## src/rtl/asds_pkg.sv

```systemverilog
// Purpose: constants and types for the speed and duplex selection block
// Assumes: apb with 32-bit data, word aligned registers
// Notes: reset values and offsets live here only
// Overview of operation
// - check partner negotiation capable bit 3
// - advertise local abilities from advertisement register
// - store partner abilities for software reads
// - resolve mode by standard priority order
// - apply resolved speed, duplex, start link check
// - negotiate only when both enables are set
// - mac enable low uses mac speed, duplex
// - mac high, phy low uses phy bits
// - speed one is 100, duplex one is full
// - mac negotiation enable resets to zero
// - reset gives isolation, manual, 10, half
// - restart on link fail, reset or enable
package asds_pkg;
    // register byte addresses; the mac control register is word index 0xa, its byte address four times that
    localparam logic [11:0] asds_ctrl_idx = 12'h000a;
    localparam logic [11:0] asds_rxphy_addr = {asds_ctrl_idx[9:0], 2'b00};
    localparam logic [11:0] asds_phy0_addr = 12'h0000;
    localparam logic [11:0] asds_adv_addr = 12'h0010;
    localparam logic [11:0] asds_remote_addr = 12'h0014;
    localparam logic [11:0] asds_status_addr = 12'h0048;
    localparam logic [11:0] asds_txctl_addr = 12'h004c;
    // field positions in receive_phy_control
    localparam int asds_rxphy_speed = 13;
    localparam int asds_rxphy_duplex = 12;
    localparam int asds_rxphy_neg = 11;
    // field positions in the phy control word
    localparam int asds_p0_reset = 15;
    localparam int asds_p0_speed = 13;
    localparam int asds_p0_neg = 12;
    localparam int asds_p0_isolate = 10;
    localparam int asds_p0_restart = 9;
    localparam int asds_p0_duplex = 8;
    // partner capable bit of partner status
    localparam int asds_partner_capable_bit = 3;
    // reset values
    localparam logic [15:0] asds_rxphy_reset = 16'h0000;
    localparam logic [15:0] asds_phy0_reset = 16'h0400;
    localparam logic [3:0] asds_adv_reset = 4'hf;
    // time allowed for one negotiation exchange
    localparam int asds_neg_time_ns = 1000;
    localparam int asds_clock_ns = 4;
    localparam int asds_neg_cycles = asds_neg_time_ns / asds_clock_ns;
    // resolved mode, ability order: fast full, fast half, slow full, slow half
    typedef enum logic [3:0] {
        asds_mode_ff = 4'b1000,
        asds_mode_fh = 4'b0100,
        asds_mode_sf = 4'b0010,
        asds_mode_sh = 4'b0001
    } asds_mode_t;
    // negotiation states
    typedef enum logic [3:0] {
        asds_st_idle = 4'b0001,
        asds_st_sense = 4'b0010,
        asds_st_exchange = 4'b0100,
        asds_st_done = 4'b1000
    } asds_state_t;
endpackage : asds_pkg

```

## src/rtl/asds_sync.sv

```systemverilog
// Purpose: three flop synchroniser with agreement filter
// Assumes: input from outside the clock domain
// Notes: first flop feeds only the second
module asds_sync #(
    parameter int width = 1
) (
    input wire logic clock,
    input wire logic reset,
    input wire logic [width-1:0] async_in,
    output logic [width-1:0] sync_out
);
    logic [width-1:0] stage1; // metastable catch
    logic [width-1:0] stage2;
    logic [width-1:0] stage3;
    // shift chain; output moves only when stages two and three agree
    always_ff @(posedge clock) begin
        if (reset) begin
            stage1 <= '0;
            stage2 <= '0;
            stage3 <= '0;
            sync_out <= '0;
        end else begin
            stage1 <= async_in;
            stage2 <= stage1;
            stage3 <= stage2;
            sync_out <= (stage2 & stage3) | (sync_out & (stage2 | stage3));
        end
    end
endmodule : asds_sync

```

## src/rtl/asds_resolve.sv

```systemverilog
// Purpose: priority resolution of common abilities
// Assumes: ability order fast full, fast half, slow full, slow half
// Notes: registered result, no common ability gives valid low
module asds_resolve
    import asds_pkg::*;
(
    input wire logic clock,
    input wire logic reset,
    input wire logic [3:0] local_abil,
    input wire logic [3:0] partner_abil,
    output asds_mode_t mode,
    output logic valid
);
    logic [3:0] common; // abilities shared by both ends
    assign common = local_abil & partner_abil;
    always_ff @(posedge clock) begin
        if (reset) begin
            mode <= asds_mode_sh;
            valid <= 1'b0;
        end else begin
            valid <= |common;
            if (common[3]) begin
                mode <= asds_mode_ff;
            end else if (common[2]) begin
                mode <= asds_mode_fh;
            end else if (common[1]) begin
                mode <= asds_mode_sf;
            end else begin
                mode <= asds_mode_sh;
            end
        end
    end
endmodule : asds_resolve

```

## src/rtl/asds_top.sv

```systemverilog
// Purpose: speed and duplex selection with negotiation, apb registers
// Assumes: partner abilities and status arrive as pin levels
// Notes: zero wait apb; unmapped reads return zero, pslverr low
//
// Chosen here: register access over APB.
module asds_top
    import asds_pkg::*;
#(
    parameter int neg_cycles = asds_neg_cycles
) (
    input wire logic clock,
    input wire logic reset,
    input wire logic psel,
    input wire logic penable,
    input wire logic pwrite,
    input wire logic [11:0] paddr,
    input wire logic [31:0] pwdata,
    output logic [31:0] prdata,
    output logic pready,
    output logic pslverr,
    input wire logic [15:0] partner_status,
    input wire logic [3:0] partner_abilities,
    input wire logic partner_abil_valid,
    input wire logic link_ok,
    output logic [3:0] advertise_out,
    output logic advertise_send,
    output logic speed_100,
    output logic full_duplex,
    output logic link_check_fast,
    output logic link_check_start,
    output logic isolate,
    output logic mac_full_duplex_select
);
    import asds_pkg::*;

    logic [15:0] receive_phy_control; // mac side control
    logic [15:0] phy_control; // phy control word
    logic [3:0] adv; // advertise_fast_full..advertise_slow_half
    logic [3:0] remote_abil; // stored partner abilities
    logic neg_complete;
    asds_state_t state;
    asds_state_t next_state;
    logic [31:0] timer;
    logic [15:0] p_status_s;
    logic [3:0] p_abil_s;
    logic p_valid_s;
    logic link_ok_s;
    logic link_ok_d;
    logic neg_on;
    logic neg_on_d;
    logic restart_req;
    logic wr_en;
    logic rd_en;
    asds_mode_t res_mode;
    logic res_valid;
    logic mac_negotiation_enable;
    logic phy_negotiation_enable;

    // pin inputs from the partner side cross in through filters
    asds_sync #(.width(16)) u_sync_status (.clock(clock), .reset(reset),
        .async_in(partner_status), .sync_out(p_status_s));
    asds_sync #(.width(4)) u_sync_abil (.clock(clock), .reset(reset),
        .async_in(partner_abilities), .sync_out(p_abil_s));
    asds_sync #(.width(2)) u_sync_ctl (.clock(clock), .reset(reset),
        .async_in({partner_abil_valid, link_ok}), .sync_out({p_valid_s, link_ok_s}));

    asds_resolve u_resolve (.clock(clock), .reset(reset), .local_abil(adv),
        .partner_abil(remote_abil), .mode(res_mode), .valid(res_valid));

    assign wr_en = psel & penable & pwrite;
    assign rd_en = psel & penable & ~pwrite;
    assign pready = 1'b1; // every access completes in its first access cycle
    assign pslverr = 1'b0;
    assign mac_negotiation_enable = receive_phy_control[asds_rxphy_neg];
    assign phy_negotiation_enable = phy_control[asds_p0_neg];
    assign neg_on = mac_negotiation_enable & phy_negotiation_enable;
    assign isolate = phy_control[asds_p0_isolate];

    // mac side control register
    // enable resets low
    always_ff @(posedge clock) begin
        if (reset) begin
            receive_phy_control <= asds_rxphy_reset;
        end else if (wr_en && paddr == asds_rxphy_addr) begin
            receive_phy_control <= pwdata[15:0];
        end
    end

    // phy control word; reset and restart bits self clear
    // isolated manual start
    always_ff @(posedge clock) begin
        if (reset) begin
            phy_control <= asds_phy0_reset;
        end else if (wr_en && paddr == asds_phy0_addr) begin
            phy_control <= pwdata[15:0];
        end else if (phy_control[asds_p0_reset]) begin
            phy_control <= asds_phy0_reset;
        end else begin
            phy_control[asds_p0_restart] <= 1'b0;
        end
    end

    // advertisement and mac duplex select written by software
    always_ff @(posedge clock) begin
        if (reset) begin
            adv <= asds_adv_reset;
            mac_full_duplex_select <= 1'b0;
        end else if (wr_en && paddr == asds_adv_addr) begin
            adv <= pwdata[3:0];
        end else if (wr_en && paddr == asds_txctl_addr) begin
            mac_full_duplex_select <= pwdata[0];
        end
    end

    // restart on link loss, reset, restart bit or fresh enable
    always_ff @(posedge clock) begin
        if (reset) begin
            link_ok_d <= 1'b0;
            neg_on_d <= 1'b0;
        end else begin
            link_ok_d <= link_ok_s;
            neg_on_d <= neg_on;
        end
    end
    assign restart_req = (link_ok_d & ~link_ok_s) | (neg_on & ~neg_on_d)
        | phy_control[asds_p0_restart] | phy_control[asds_p0_reset];

    // negotiation sequencing
    always_comb begin
        next_state = state;
        unique case (state)
            asds_st_idle: begin
                if (neg_on) begin
                    next_state = asds_st_sense;
                end
            end
            asds_st_sense: begin
                if (p_status_s[asds_partner_capable_bit]) begin
                    next_state = asds_st_exchange;
                end
            end
            asds_st_exchange: begin
                if (p_valid_s && res_valid && timer == 32'h0000_0000) begin
                    next_state = asds_st_done;
                end
            end
            asds_st_done: begin
                next_state = asds_st_done;
            end
        endcase
        if (!neg_on) begin
            next_state = asds_st_idle;
        end else if (restart_req) begin
            next_state = asds_st_sense;
        end
    end

    always_ff @(posedge clock) begin
        if (reset) begin
            state <= asds_st_idle;
        end else begin
            state <= next_state;
        end
    end

    // exchange pacing timer
    always_ff @(posedge clock) begin
        if (reset || state != asds_st_exchange) begin
            timer <= 32'(neg_cycles - 1);
        end else if (timer != 32'h0000_0000) begin
            timer <= timer - 32'h0000_0001;
        end
    end

    always_ff @(posedge clock) begin
        if (reset) begin
            advertise_send <= 1'b0;
            advertise_out <= 4'h0;
        end else begin
            advertise_send <= (state == asds_st_exchange) && !isolate;
            advertise_out <= adv;
        end
    end

    always_ff @(posedge clock) begin
        if (reset) begin
            remote_abil <= 4'h0;
        end else if (state == asds_st_sense) begin
            // forget the last partner so resolution never runs on stale abilities
            remote_abil <= 4'h0;
        end else if (state == asds_st_exchange && p_valid_s) begin
            remote_abil <= p_abil_s;
        end
    end

    // operating mode selection and link check start
    always_ff @(posedge clock) begin
        if (reset) begin
            speed_100 <= 1'b0;
            full_duplex <= 1'b0;
            neg_complete <= 1'b0;
            link_check_start <= 1'b0;
        end else begin
            link_check_start <= 1'b0;
            neg_complete <= (next_state == asds_st_done);
            if (!mac_negotiation_enable) begin
                speed_100 <= receive_phy_control[asds_rxphy_speed];
                full_duplex <= receive_phy_control[asds_rxphy_duplex];
            end else if (!phy_negotiation_enable) begin
                speed_100 <= phy_control[asds_p0_speed];
                full_duplex <= phy_control[asds_p0_duplex];
            end else if (state == asds_st_exchange && next_state == asds_st_done) begin
                speed_100 <= res_mode inside {asds_mode_ff, asds_mode_fh};
                full_duplex <= res_mode inside {asds_mode_ff, asds_mode_sf};
                link_check_start <= 1'b1;
            end
        end
    end
    assign link_check_fast = speed_100; // picks 100 or 10 link integrity

    always_ff @(posedge clock) begin
        if (reset) begin
            prdata <= 32'h0000_0000;
        end else if (psel && !penable && !pwrite) begin
            unique case (paddr)
                asds_rxphy_addr: prdata <= {16'h0000, receive_phy_control};
                asds_phy0_addr: prdata <= {16'h0000, phy_control};
                asds_adv_addr: prdata <= {28'h000_0000, adv};
                asds_remote_addr: prdata <= {28'h000_0000, remote_abil};
                asds_status_addr: prdata <= {29'h0000_0000, neg_complete, speed_100, full_duplex};
                asds_txctl_addr: prdata <= {31'h0000_0000, mac_full_duplex_select};
                default: prdata <= 32'h0000_0000;
            endcase
        end
    end

    a_manual_when_off: assert property (@(posedge clock) disable iff (reset)
        !neg_on |=> state == asds_st_idle)
        else $error("negotiation ran with an enable low");
    a_mac_bits_used: assert property (@(posedge clock) disable iff (reset)
        !mac_negotiation_enable |=> speed_100 == $past(receive_phy_control[asds_rxphy_speed]))
        else $error("mac speed bit not applied");
    a_phy_bits_used: assert property (@(posedge clock) disable iff (reset)
        mac_negotiation_enable && !phy_negotiation_enable |=> full_duplex == $past(phy_control[asds_p0_duplex]))
        else $error("phy duplex bit not applied");
    a_capable_check: assert property (@(posedge clock) disable iff (reset)
        state == asds_st_sense && !p_status_s[asds_partner_capable_bit] && !restart_req && neg_on
        |=> state == asds_st_sense)
        else $error("left sense without capable partner");
    a_link_fail_restart: assert property (@(posedge clock) disable iff (reset)
        neg_on && link_ok_d && !link_ok_s |=> state == asds_st_sense)
        else $error("link fail did not restart");
    a_done_link_check: assert property (@(posedge clock) disable iff (reset)
        neg_on && state == asds_st_exchange && next_state == asds_st_done |=> link_check_start && neg_complete)
        else $error("completion did not start link check");
    a_adv_send_state: assert property (@(posedge clock) disable iff (reset)
        advertise_send |-> $past(state) == asds_st_exchange)
        else $error("advertising outside exchange");
    a_reset_isolated: assert property (@(posedge clock)
        $past(reset) && !reset |-> isolate && !speed_100 && !full_duplex && !mac_negotiation_enable)
        else $error("reset state wrong");
    a_mac_duplex_used: assert property (@(posedge clock) disable iff (reset)
        !mac_negotiation_enable |=> full_duplex == $past(receive_phy_control[asds_rxphy_duplex]))
        else $error("mac duplex bit not applied");
    a_remote_store: assert property (@(posedge clock) disable iff (reset)
        state == asds_st_exchange && p_valid_s |=> remote_abil == $past(p_abil_s))
        else $error("partner abilities not stored");
    a_priority_top: assert property (@(posedge clock) disable iff (reset)
        $past(adv[3] && remote_abil[3]) |-> res_mode == asds_mode_ff)
        else $error("fast full not chosen");
    a_priority_half: assert property (@(posedge clock) disable iff (reset)
        $past(adv[3:2] & remote_abil[3:2]) == 2'b01 |-> res_mode == asds_mode_fh)
        else $error("fast half not chosen");
    a_complete_status: assert property (@(posedge clock) disable iff (reset)
        neg_on && state == asds_st_done && !restart_req |=> neg_complete)
        else $error("completion status missing");
    a_adv_content: assert property (@(posedge clock) disable iff (reset)
        advertise_send |-> advertise_out == $past(adv))
        else $error("advertised word differs from register");
    a_restart_bit: assert property (@(posedge clock) disable iff (reset)
        neg_on && phy_control[asds_p0_restart] |=> state == asds_st_sense)
        else $error("restart bit did not restart");
endmodule : asds_top

```

## config.mk

```make
export PLATFORM = sky130hd
export DESIGN_NAME = asds_top
export DESIGN_NICKNAME = d
export VERILOG_FILES = /design/src/rtl/asds_pkg.sv /design/src/rtl/asds_sync.sv /design/src/rtl/asds_resolve.sv /design/src/rtl/asds_top.sv
export SDC_FILE = /design/constraint.sdc
export NUM_CORES = 1
export LEC_CHECK = 0
export BUFFER_PORTS_ARGS = -buffer_cell sky130_fd_sc_hd__buf_2
export CORE_MARGIN = 2
export CORE_UTILIZATION = 40
export DETAILED_ROUTE_END_ITERATION = 6
export SLEW_MARGIN = 20
export SYNTH_ARGS = -nofsm -noshare
export SYNTH_HDL_FRONTEND = slang
export SYNTH_SLANG_ARGS = --single-unit
```

## constraint.sdc

```tcl
create_clock -name clock -period 2.6 [get_ports clock]
set_input_delay 0.52 -clock clock [delete_from_list [all_inputs] [get_ports clock]]
set_output_delay 0.52 -clock clock [all_outputs]
set_load 0.005 [all_outputs]
```

# After elaboration in Yosys (flattened, before gate mapping)
# Cells that the tools add are included.
[classes]
n_addsub = 1
reduce_logical = 28
muxes = 19
n_bitwise = 27
n_eq_ne = 15
[op_table]
columns = ["cell", "n"]
rows = [
  ["$pmux W16 S6", 1],
  ["$and A16 B16 Y16", 2],
  ["$logic_not A32 Y1", 1],
  ["$or A16 B16 Y16", 2],
  ["$reduce_bool A32 Y1", 1],
  ["$sub A32 B1 Y32 const B", 1],
  ["$eq A12 B5 Y1 const B", 2],
  ["$eq A12 B7 Y1 const B", 2],
  ["$mux W4", 6],
  ["$mux W16", 1],
  ["$pmux W4 S4", 1],
  ["$and A4 B4 Y4", 3],
  ["$eq A12 B6 Y1 const B", 1],
  ["$eq A4 B4 Y1 const B", 3],
  ["$logic_not A12 Y1", 1],
  ["$logic_and A1 B1 Y1", 11],
  ["$mux W9", 1],
  ["$eq A4 B2 Y1 const B", 2],
  ["$eq A4 B3 Y1 const B", 2],
  ["$or A4 B4 Y4", 2],
  ["$mux W1", 7],
  ["$not A1 Y1", 6],
  ["$reduce_bool A2 Y1", 3],
  ["$reduce_or A2 Y1", 3],
  ["other kinds (14)", 25],
]
[totals]
output_inout_bits = 45
wordCells = 124
inputBits = 71
ff_bits = 213

# Logic depth before layout (Yosys ltp)
# Gate-level depths: netlist of run 1.
[depth]
ltp_word = 12
ltp_mapped = 8

# Modules after synthesis
# Synthesis of run 1 repeated with hierarchy kept, for this count alone.
[hier_totals]
cells_unflattened = 762
area_unflattened_um2 = 7522.2
[by_module_without_submodules]
columns = ["mod", "cells_each", "area_each_um2", "n_inst"]
rows = [
  ["asds_top", 519, 4600.7, 1],
  ["asds_sync (u_sync_status)", 167, 2050.7, 1],
  ["asds_sync (u_sync_abil)", 41, 486.7, 1],
  ["asds_sync (u_sync_ctl)", 20, 227.7, 1],
  ["asds_resolve", 15, 156.4, 1],
]

# Worst setup path after synthesis of run 1
# No wires, ideal clock.
[synth_path]
path_type = "input-to-reg"
from = "in paddr[9]"
to = "reg phy_control[10]"
setup_ps = 142
arrival_time_ps = 2186
setup_slack_ps = 272
path_stages = 6
n_path_buf = 1
path_cell_list = "nor4_1 nand3_1 nor3_1 nor3b_2 buf_2 a22oi_1"
[synth_between]
elab_chain_cells = 3
[synth_lines]
columns = ["item", "line", "text"]
rows = [
  ["start, declared", "asds_top.sv:16", "input wire logic [11:0] paddr,"],
  ["$logic_not A12 Y1 *", "asds_top.sv:94", "end else if (wr_en && paddr == asds_phy0_addr) begin"],
  ["$logic_and A1 B1 Y1 *", "asds_top.sv:94", ""],
  ["$mux W16 / $reduce_bool A2 Y1 (equally long branches)", "--", ""],
  ["end signal, assigned", "asds_top.sv:93", "phy_control <= asds_phy0_reset;"],
  ["end signal, assigned", "asds_top.sv:95", "phy_control <= pwdata[15:0];"],
  ["end signal, assigned", "asds_top.sv:97", "phy_control <= asds_phy0_reset;"],
  ["end, declared", "asds_top.sv:37", "logic [15:0] phy_control;"],
]
# Mark *: on every way between the ends. The rest lies on a longest branch, timed or not.
# A chain may end at the register's enable or synchronous reset.

# Worst setup path in the final report of run 1
[layout_path]
from = "reg timer[0]"
to = "reg timer[19]"
[layout_between]
elab_chain_cells = 1
[layout_lines]
columns = ["item", "line", "text"]
rows = [
  ["start, declared", "asds_top.sv:43", "logic [31:0] timer;"],
  ["start signal, assigned", "asds_top.sv:169", "timer <= 32'(neg_cycles - 1);"],
  ["start signal, assigned", "asds_top.sv:171", "timer <= timer - 32'h0000_0001;"],
  ["$sub A32 B1 Y32 / $reduce_bool A32 Y1 (equally long branches)", "asds_top.sv:171, asds_top.sv:170", ""],
]
# Parallel ways exist; a longest one is shown, timed or not.

==> run summary, run 1 <==
Ys Warns: 0
Final hold vios: 0
Post-synthesis mux area share: 2.69%
Synth Area in Simple Gates: 24.7%
Largest family of logic cells by synthesized area: simple AND/OR/NAND/NOR gates
Crit path time final: 2.41 ns
Number of clock sinks: 137
Die Ht: 123 um
Non-Filler Instances: 896
Crit Path Max Fanout: 5
Num rows: 43
Leakage: 2.53 nW
Tot Pwr: 4.57 mW
CTS resizes: 0
Post-CTS setup buffers: 0
Worst IR Drop VDD: 0.467 mV
Synth Flop Type: dfxtp_1
Final Core Density: 48.7%
Asr flop ratio synth: 0%
First-pass DRT Iterations: 5
CP max stage delay: 0.63 ns
Share of cells above drive strength 1: 18.9%
Tcrit/Tclk final: 92.5%
First-pass GRT wire length: 21.3 mm
Dpl hpwl: 9.15 mm
Largest delay contributor family on the critical path: simple AND/OR/NAND/NOR gates
CTS tree: done
Hold Path Sink: u_sync_abil.stage1[1]
Die area: 15100 um2
Vias: 4742
CP Cell Sequence: inv_1, ha_1, or4b_2, or3_1, nor3_4, buf_4, nor4_1, mux2i_1
Clock buffer depth: 2
Total CTS buffers: 17
Antenna diodes: 0
Flop pwr share: 46.5%
RSZ-0062 raised after global routing: no
Mapped Area: 5640 um2
Io pins: 116
Hold depth: 2
Max Freq: 0.416 GHz
Hold Crit Class: input port to flop
Placer congestion estimate: 0.889
Die Wd: 123 um
Slew HR: 51.2%
PortBufs: 66
Clock Power Share: 50.8%
Detailed-route wire length per cell: 14.6 um
Reg2reg start: timer[0]
Via-to-Cell Ratio: 5.29
Final number of max-transition violations: 0
DRC violations left: 0
Dpl cells: 864
Flip-flop and latch count after synthesis: 137
Post-Syn Instances: 628
Area delta synth->final: 19.4%
Iteration-0 DRC Markers: 491
EDFF count, synth: 0
Post-synthesis adder-cell area fraction: 0.444%
Power Internal: 3.59 mW
Initial antenna violation count: 0
Status: completed
Worst reg2reg setup slack: 0.19 ns
WP data required: 2.90 ns
Hold Buf Count CTS: 0
Startpoint types: flop
PD cells: 679 nW/um2
Gr ovfl total: 0
Worst-Skew Late Latency: 0.42 ns
Final nets: 776
Sw Ratio: 21.3%
Synth Area in XOR/XNOR: 1.86%
Crit end category: flop
Worst R2R Path Depth: 8
Tot GR Track Use: 18.2%
Data arrival, critical path: 2.70 ns
Clock skew: 0.00708 ns
FF-to-FF End: timer[19]
Fill cells: 1313
Final TNS setup: 0 ns
Core area: 13800 um2
Psw: 0.974 mW
Register area share after synthesis: 48.6%
Synth Area in Compound Gates: 16.2%
Slowest CP cell: or4b_2
Distinct cell type count after synthesis: 55
Post-DRT Antenna Nets: 0
Max capacitance violation total: 0
Starting Density: 40.8%
Vias in the first global route: 4452
Worst setup margin: 0.194 ns
Largest net degree at the start of global routing: 45
H-tree depth: 4
Clock-pin slew on the worst setup and hold paths: 0.06 ns
Final WL: 13.0 mm
Logic pwr share: 2.7%
Syn_area_per_cell: 8.98 um2
Crit path buffers/inverters: 2
CTS Root Cell: clkbuf_16
Final-report setup violation count: 0
Place WS: 0.167 ns
Kind of critical path: flop to flop
Tightest Pin Transition: 0.731 ns
Source of the worst hold timing path: partner_abilities[1]
==> synth_stat cells, types with 3 or more instances <==
master / count / area share, %
clkbuf_1: 21 / 1.4
inv_1: 9 / 0.60
nor3b_1: 3 / 0.40
xnor2_1: 10 / 1.6
a31oi_1: 3 / 0.33
nor3_1: 12 / 1.1
a22oi_1: 15 / 2.0
nand2b_1: 10 / 1.1
buf_4: 19 / 2.5
nor2b_1: 34 / 3.8
nand4_1: 5 / 0.55
buf_2: 5 / 0.44
a21oi_1: 43 / 3.8
a211o_1: 6 / 0.93
o21ai_0: 38 / 3.4
or4b_2: 3 / 0.53
a2111oi_0: 3 / 0.47
or3_1: 12 / 1.3
nor2_1: 26 / 1.7
or2_2: 5 / 0.55
dfxtp_1: 137 / 49
a22o_1: 14 / 2.2
or4_1: 12 / 1.6
nand3b_1: 3 / 0.40
o31ai_1: 5 / 0.67
mux2i_1: 14 / 2.5
nor4_1: 13 / 1.4
a211oi_1: 5 / 0.67
and3_1: 11 / 1.2
nand3_1: 18 / 1.6
nand2_1: 82 / 5.5
==> cell type report <==
cell class / count / area, um2 / share of cell area (%)
clock inverter: 12 / 126 / 1.88
tap: 180 / 225 / 3.35
sequential: 137 / 2740 / 40.8
multi-input combinational: 450 / 2660 / 39.5
clock buffer: 20 / 447 / 6.64
inverter: 9 / 33.8 / 0.502
timing repair buffer: 88 / 495 / 7.36
==> per-stage QoR <==
stage                     hold slack (ns)  cell area, um2
final                               0.309            6730
after floorplan                     0.414            5700
after global routing                0.304            6730
after global placement              0.418            6150
after detailed placement            0.423            6150
after CTS                           0.294            6730
==> per-layer routing <==
metal / global-route usage [%] / wire length, um
met2: 27.9 / 6050
met4: 7.04 / 184
met1: 24.1 / 6090
met3: 5.20 / 714
met5: 0 / 0
==> power groups by stage <==
stage	clock network (mW)	logic [mW]	registers (mW)
6_report	2.32	0.123	2.12
3_3_place_gp	0	0.119	2.17
3_5_place_dp	0	0.121	2.17
2_1_floorplan	0	0.0790	2.17
4_1_cts	2.36	0.121	2.12
5_1_grt	2.46	0.137	2.12
==> registers in the layout, indices dropped and copies added (netlist names), 4 cells and up <==
name / flops
adv: 4
advertise_out: 4
phy_control: 16
prdata: 16
receive_phy_control: 16
remote_abil: 4
state: 4
timer: 32
u_resolve.mode: 4
u_sync_abil.stage1: 4
u_sync_abil.stage2: 4
u_sync_abil.stage3: 4
u_sync_abil.sync_out: 4
==> how the worst max path moves through the flow <==
| stage | start | endpoint | slack, ns | cells after the start |
|---|---|---|---|---|
| floorplan | paddr[9] | phy_control[10] | 0.27 | 6 |
| global route | timer[0] | timer[27] | 0.02 | 7 |
| CTS | timer[0] | timer[19] | 0.18 | 8 |
| detailed placement | paddr[2] | prdata[15] | 0.17 | 5 |
| global placement | timer[0] | timer[19] | 0.21 | 8 |
| finish | timer[0] | timer[19] | 0.19 | 8 |
==> worst reg2reg max path, stage by stage, from the launching register on <==
cell,delay (ns)
dfxtp_1,0.31
inv_1,0.11
ha_1,0.16
or4b_2,0.64
or3_1,0.42
nor3_4,0.27
buf_4,0.20
nor4_1,0.06
mux2i_1,0.12
==> layout by cell type (no fill, tap or decap), types with 5 or more instances in the layout <==
cell and n:
dfxtp_1 137, nand2_1 82, buf_2 66, a21oi_1 43, o21ai_0 38, nor2b_1 34, nor2_1 25, buf_4 22
nand3_1 18, conb_1 18, clkbuf_16 17, a22oi_1 15, mux2i_1 14, a22o_1 14, nor4_1 13, or4_1 12
nor3_1 12, or3_1 12, and3_1 11, xnor2_1 10, nand2b_1 10, inv_1 9, a211o_1 6, or2_2 5
nand4_1 5, a211oi_1 5, o31ai_1 5, clkinv_2 5
==> cell families (layout without fill, tap and decap cells) <==
family                     after synthesis  count (layout)
other                                    2              18
and+or+nand+nor                        260             260
buffers and inverters                   57             129
AOI/OAI and AO/OA                      143             143
DFF                                    137             137
xor gates and xnor gates                12              12
muxes                                   15              15
adders and majority gates                2               2
(Power assumes the default switching activity.)
==> inputs of run 2 (changes only) <==
==> constraint.sdc (replaced) <==
create_clock -name clock -period 2.3 [get_ports clock]
set_input_delay 0.46 -clock clock [delete_from_list [all_inputs] [get_ports clock]]
set_output_delay 0.46 -clock clock [all_outputs]
set_load 0.005 [all_outputs]
==> run summary, run 2 (synthesis gave the netlist of run 1 again) <==
Share of cells above drive strength 1: 23.1% (was 18.9%)
PortBufs: 66 (unchanged)
Final number of max-transition violations: 0 (unchanged)
Final hold vios: 0 (unchanged)
Tcrit/Tclk final: 97.1% (was 92.5%)
WP data required: 2.65 ns (was 2.90 ns)
Kind of critical path: flop to flop (unchanged)
Max capacitance violation total: 0 (unchanged)
Fill cells: 1294 (was 1313)
Data arrival, critical path: 2.58 ns (was 2.70 ns)
Final-report setup violation count: 0 (unchanged)
Hold Crit Class: input port to flop (unchanged)
Via-to-Cell Ratio: 5.32 (was 5.29)
Leakage: 2.69 nW (was 2.53 nW)
Initial antenna violation count: 0 (unchanged)
Num rows: 43 (unchanged)
Number of clock sinks: 137 (unchanged)
Most common cell after layout, fill and taps aside: dfxtp_1 (unchanged)
Area delta synth->final: 24.9% (was 19.4%)
Post-DRT Antenna Nets: 0 (unchanged)
Max FFs per register: 32 (unchanged)
Io pins: 116 (unchanged)
Dpl hpwl: 9.43 mm (was 9.15 mm)
First-pass GRT wire length: 21.5 mm (was 21.3 mm)
Placer congestion estimate: 0.874 (was 0.889)
Clock skew: 0.00665 ns (was 0.00708 ns)
Worst setup path start: timer[15] (was timer[0])
Clock-pin slew on the worst setup and hold paths: 0.06 ns (about the same)
Die Wd: 123 um (unchanged)
Worst-Skew Late Latency: 0.42 ns (about the same)
Antenna diodes: 0 (unchanged)
Core area: 13800 um2 (unchanged)
Crit Path Max Fanout: 6 (was 5)
Crit path time final: 2.23 ns (was 2.41 ns)
Iteration-0 DRC Markers: 431 (was 491)
Starting Density: 40.8% (unchanged)
DRC violations left: 0 (unchanged)
Detailed-route wire length per cell: 14.5 um (was 14.6 um)
Min Hold Slack: 0.248 ns (was 0.309 ns)
Hold Buf Count CTS: 0 (unchanged)
Vias: 4914 (was 4742)
PD cells: 754 nW/um2 (was 679 nW/um2)
Vias in the first global route: 4499 (was 4452)
Slew HR: 52.8% (was 51.2%)
Final Core Density: 50.9% (was 48.7%)
H-tree depth: 4 (unchanged)
Total CTS buffers: 17 (unchanged)
Startpoint types: flop (unchanged)
Final nets: 804 (was 776)
Final WL: 13.4 mm (was 13.0 mm)
Source of the worst hold timing path: link_ok (was partner_abilities[1])
Most flop-heavy register: timer (unchanged)
Die Ht: 123 um (unchanged)
Status: completed (unchanged)
Die area: 15100 um2 (unchanged)
CTS tree: done (unchanged)
Tightest Pin Transition: 0.707 ns (was 0.731 ns)
CTS Root Cell: clkbuf_16 (unchanged)
Gr ovfl total: 0 (unchanged)
Tot GR Track Use: 18.4% (was 18.2%)
Clock buffer depth: 2 (unchanged)
Largest net degree at the start of global routing: 45 (unchanged)
Crit end category: flop (unchanged)
Reg2reg start: timer[15] (was timer[0])
Commonest non-fill, non-tap cells in the layout: dfxtp_1, nand2_1, buf_2 (unchanged)
Worst IR Drop VDD: 0.681 mV (was 0.467 mV)
First-pass DRT Iterations: 7 (was 5)
Max Freq: 0.448 GHz (was 0.416 GHz)
[run 2: final cells by class]
class                      count  area [um2]  area share [%]
inverter                       9        33.8           0.480
multi-input combinational    450        2720            38.6
timing repair buffer         116         713            10.1
sequential                   137        2740            39.0
clock inverter                12         149            2.11
clock buffer                  20         457            6.49
tap                          180         225            3.20
[run 2: worst paths after layout]
kind,to,slack [ns],depth (start not counted)
setup / recovery,timer[30],0.07,7
hold / removal,u_sync_ctl.stage1[0],0.25,2
setup reg to reg,timer[30],0.07,7
hold reg to reg,u_sync_abil.stage2[2],0.44,1
[run 2: power by group]
part,switching (mW),internal (mW)
clock network,1.01,1.75
logic,0.0851,0.0588
registers,0.00722,2.39
total,1.10,4.21
[run 2: stage by stage]
| stage | setup slack, ns | area [um2] | total power [mW] | TNS [ns] | cells |
|---|---|---|---|---|---|
| floorplan | 0.0322 | 5700 | 2.54 | 0 | 644 |
| global placement | 0.0275 | 6330 | 2.59 | 0 | 888 |
| detailed placement | -0.0316 | 6330 | 2.59 | -0.0365 | 888 |
| CTS | 0.0339 | 6960 | 5.36 | 0 | 921 |
| global route | -0.00642 | 7040 | 5.49 | -0.00642 | 924 |
| finish | 0.0657 | 7040 | 5.31 | 0 | 924 |
[run 2: worst max-delay path, cell delays in order (launching register included)]
cell and delay [ns]:
dfxtp_1 0.33, or4_4 0.54, buf_6 0.15, nor3_4 0.20
nand4_1 0.20, buf_4 0.21, or4_1 0.39, a21oi_1 0.14
[run 2: layer usage]
| metal | share of wire [%] | wire (um) | vias to the layer above | global-route usage, % |
|---|---|---|---|---|
| met1 | 46 | 6140 | 2322 | 24.8 |
| met2 | 47 | 6300 | 161 | 28.0 |
| met5 | 0 | 0 | - | 0 |
| li1 | - | - | 2411 | - |
| met4 | 1.3 | 172 | 0 | 6.97 |
| met3 | 6.1 | 822 | 20 | 4.88 |
[run 2: timing repair]
item | 4_1_cts | 5_1_grt
pin swaps | 1 | 3
setup buffers | 1 | 3
setup endpoints to repair | 5 | 22
gates resized for setup | 2 | 11
hold endpoints to repair | 0 | 0
